--- config.mk ---
export PLATFORM = sky130hd
export DESIGN_NAME = crc_word_prep
export DESIGN_NICKNAME = d
export VERILOG_FILES = /design/src/crc_pkg.sv /design/src/crc_word_prep.sv
export SDC_FILE = /design/constraint.sdc
export NUM_CORES = 1
export LEC_CHECK = 0
export ABC_AREA = 1
export BUFFER_PORTS_ARGS = -buffer_cell sky130_fd_sc_hd__buf_2
export CORE_MARGIN = 3
export CORE_UTILIZATION = 44
export DETAILED_ROUTE_END_ITERATION = 10
export PLACE_DENSITY = 0.86
export SKIP_LAST_GASP = 1
export SYNTH_ARGS = -nofsm -noshare
export SYNTH_HDL_FRONTEND = slang
export SYNTH_SLANG_ARGS = --single-unit
--- constraint.sdc ---
create_clock -name vclk -period 1.1
set_clock_uncertainty 0.15 [all_clocks]
set_input_delay 0.165 -clock vclk [all_inputs]
set_output_delay 0.165 -clock vclk [all_outputs]
set_load 0.01 [all_outputs]
--- src/crc_pkg.sv ---
/*
 crc_pkg: register offsets, field positions, reset values and mode codes
 for the dma fed crc32 checker. assumes a 32-bit apb register bus.
*/
package crc_pkg;
   localparam logic [11:0] ctl_off    = 12'h000;
   localparam logic [11:0] poly_off   = 12'h004;
   localparam logic [11:0] seed_off   = 12'h008;
   localparam logic [11:0] expect_off = 12'h00c;
   localparam logic [11:0] const_off  = 12'h010;
   localparam logic [11:0] count_off  = 12'h014;
   localparam logic [11:0] rows_off   = 12'h018;
   localparam logic [11:0] result_off = 12'h01c;
   localparam logic [11:0] stat_off   = 12'h020;
   localparam logic [11:0] mask_off   = 12'h024;
   localparam logic [11:0] state_off  = 12'h028;

   // ctl fields
   localparam int ctl_go_bit     = 0;
   localparam int ctl_mode_lo    = 1;
   localparam int ctl_bitmir_bit = 3;
   localparam int ctl_bytmir_bit = 4;
   localparam int ctl_fwd_bit    = 5;
   localparam int ctl_route_bit  = 6;

   // status / mask fields
   localparam int st_done_bit  = 0;
   localparam int st_fault_bit = 1;
   localparam int st_err_bit   = 2;
   localparam int st_width     = 3;

   localparam logic [31:0] poly_reset = 32'h04c11db7;
   localparam logic [31:0] seed_reset = 32'hffffffff;
   localparam logic [31:0] zero_word  = 32'h00000000;

   typedef enum logic [1:0] {
      mode_scan,
      mode_xfer,
      mode_verify,
      mode_fill
   } mode_e;

   function automatic logic [31:0] mirror_bits(input logic [31:0] d);
      logic [31:0] r;
      r = '0;
      for (int i = 0; i < 32; i++) begin
         r[i] = d[31-i];
      end
      return r;
   endfunction

   function automatic logic [31:0] swap_bytes(input logic [31:0] d);
      return {d[7:0], d[15:8], d[23:16], d[31:24]};
   endfunction
endpackage

--- src/crc_word_prep.sv ---
/*
 crc_word_prep: applies the optional bit and byte mirroring to an
 incoming word so either endianness of the memory image can be signed.
*/
`timescale 1ns/10ps
module crc_word_prep
   import crc_pkg::*;
(
   input  wire logic [31:0] din,
   input  wire logic        bit_mirror,
   input  wire logic        byte_mirror,
   output logic      [31:0] dout
);
   always_comb begin
      logic [31:0] t;
      t = byte_mirror ? swap_bytes(din) : din;
      dout = bit_mirror ? mirror_bits(t) : t;
   end
endmodule

==> results.yml <==
route:
  antenna_left: 0
  drt_first_iter_violations: 56
  via_count: 1781
  viasPerCell: 5.90
  drc: 0
  drt_wl_total_mm: 5.31
  first_pass_iters: 4
  wire_per_inst_um: 17.6
placement:
  gp_congestion: 0.818
  post-dp-hpwl_mm: 2.32
  portBuffers: 66
  place_area_sq_um: 1320
clock_network:
  cts-hold-fix-buffers: 0
  cts_setup_buffers: 0
floorplan:
  coreArea_sq_um: 2000
  die_area_sq_um: 2740
  fp-row-count: 16
  dieWidth_um: 52.4
  start_util: 0.472
  die_h_um: 52.4
  io_pins: 66
synthesis:
  netlist_area_sq_um: 946
  syn_avg_cell_area_sq_um: 4.55
  synth_nets: 242
  yosysTopAreaCellShare: 0.341
  syn_inst: 208
  seq_area_frac_synth: 0
  synth_top_cell_by_area: "nand2_1"
  yosys_warnings: 0
  yosys.cell_types.count: 9
  ys_top_cells_by_area: "nand2_1 34%, nand3_1 34%, inv_1 13%, nand2_2 6.6%, buf_4 4.8%"
sta:
  worst_pin_slew_ns: 0.197
  setup_slack_ns: -0.139
  slew_headroom: 0.868
  hold_violations: 0
  finalSetupViolCount: 32
  maxSlewViolCount: 0
  grt_setup_unrepaired: "yes"
  period_share: 1.13
  fin_hold_ws_ns: 0.606
  fmax_mhz: 807
  finalCriticalPeriod_ns: 1.24
status:
  violations: "negative setup slack"
  status: "finished with violations"
critical_path:
  cp.depth: 6
  worst-path-buf-inv: 3
  end_kind: "primary output"
  max_stage_delay_ns: 0.15
  crit_family: "buffers and inverters"
  setup.worst_path.start_class: "input pin"
  arrival_ns: 0.92
  cp_slowest_cell: "buf_6"
  crit_top_cell: "nand2_1"
  critical_path_class: "in2out"
  crit_fanout: 14
  crit_path_cell_trace: "buf_12 -> buf_6 -> nand2_1 -> nand3_1 -> nand2_1 -> buf_2"
  required_ns: 0.78
final_layout:
  area_growth_pct: 95.2
  fillers: 88
  register_area_sq_um: 0
  final_cell_area_sq_um: 1850
  layout-drive-gt1-share: 0.591
  clock_buffers: 0
  layout_common_cells: "62 x buf_2, 51 x nand2_1, 35 x nand3_2"
  final_common_cell: "buf_2"
  final_nets: 310
  numSequentialCells: 0
grt:
  grt_pass1_vias: 1319
  grt-ovfl-total: 0
  antenna_found_initial: 0
  track_usage: 0.250
  grt_first_pass_wirelength_mm: 5.38
  grt_max_degree: 19
power:
  p_leak_uw: 0.00114
  power_uw: 894
  ir_drop_uv: 378
  p_per_area_nw_per_um2: 484
worst_hold_path:
  hp-class: "in2out"
  hold_depth: 6
flow_run:
  drv_cap: 0
area by class of cell:
class,instances,area [sq um],share of cell area
inverters,34,148,0.0799
repair buffers,80,634,0.343
multi-input cells,160,1030,0.557
well taps,27,33.8,0.0183
diodes,1,2.50,0.00136
worst paths after layout:
check	startpoint	to
worst min-delay path	din[2]	dout[29]
worst max-delay path	byte_mirror	dout[3]
logic make-up after synthesis:
family                 synth area share
buffers and inverters             0.254
AND/OR/NAND/NOR                   0.746
synth_stat cells, drive strengths merged:
cell type and number:
nand2 96, nand3 64, inv 34, buf 14
per-stage QoR:
step | worst slack, ns | setup TNS (ns) | instances | util
floorplan | 0.0977 | 0 | 208 | -
global placement | -0.0648 | -1.48 | 296 | 0.658
finish | -0.139 | -1.85 | 302 | 0.923
detailed placement | -0.0835 | -1.98 | 296 | 0.658
CTS | -0.0305 | -0.504 | 298 | 0.784
global route | -0.185 | -2.75 | 301 | 0.921
routing by layer:
layer | track usage | part of all wire
met1 | 0.286 | 0.35
met4 | 0.0596 | 0.056
met5 | 0 | 0
met3 | 0.0142 | 0.088
met2 | 0.490 | 0.50
power by group:
group,switching (uW),internal [uW]
Sequential,0,0
Clock,0,0.000122
Combinational,513,381
Total,513,381
what timing repair did:
| action | in CTS | in global routing |
|---|---|---|
| cloned | 2 | 3 |
| pin swaps | 3 | 10 |
| gates resized for setup | 50 | 54 |
| setup endpoints to repair | 32 | 32 |
(Power assumes the default switching activity.)
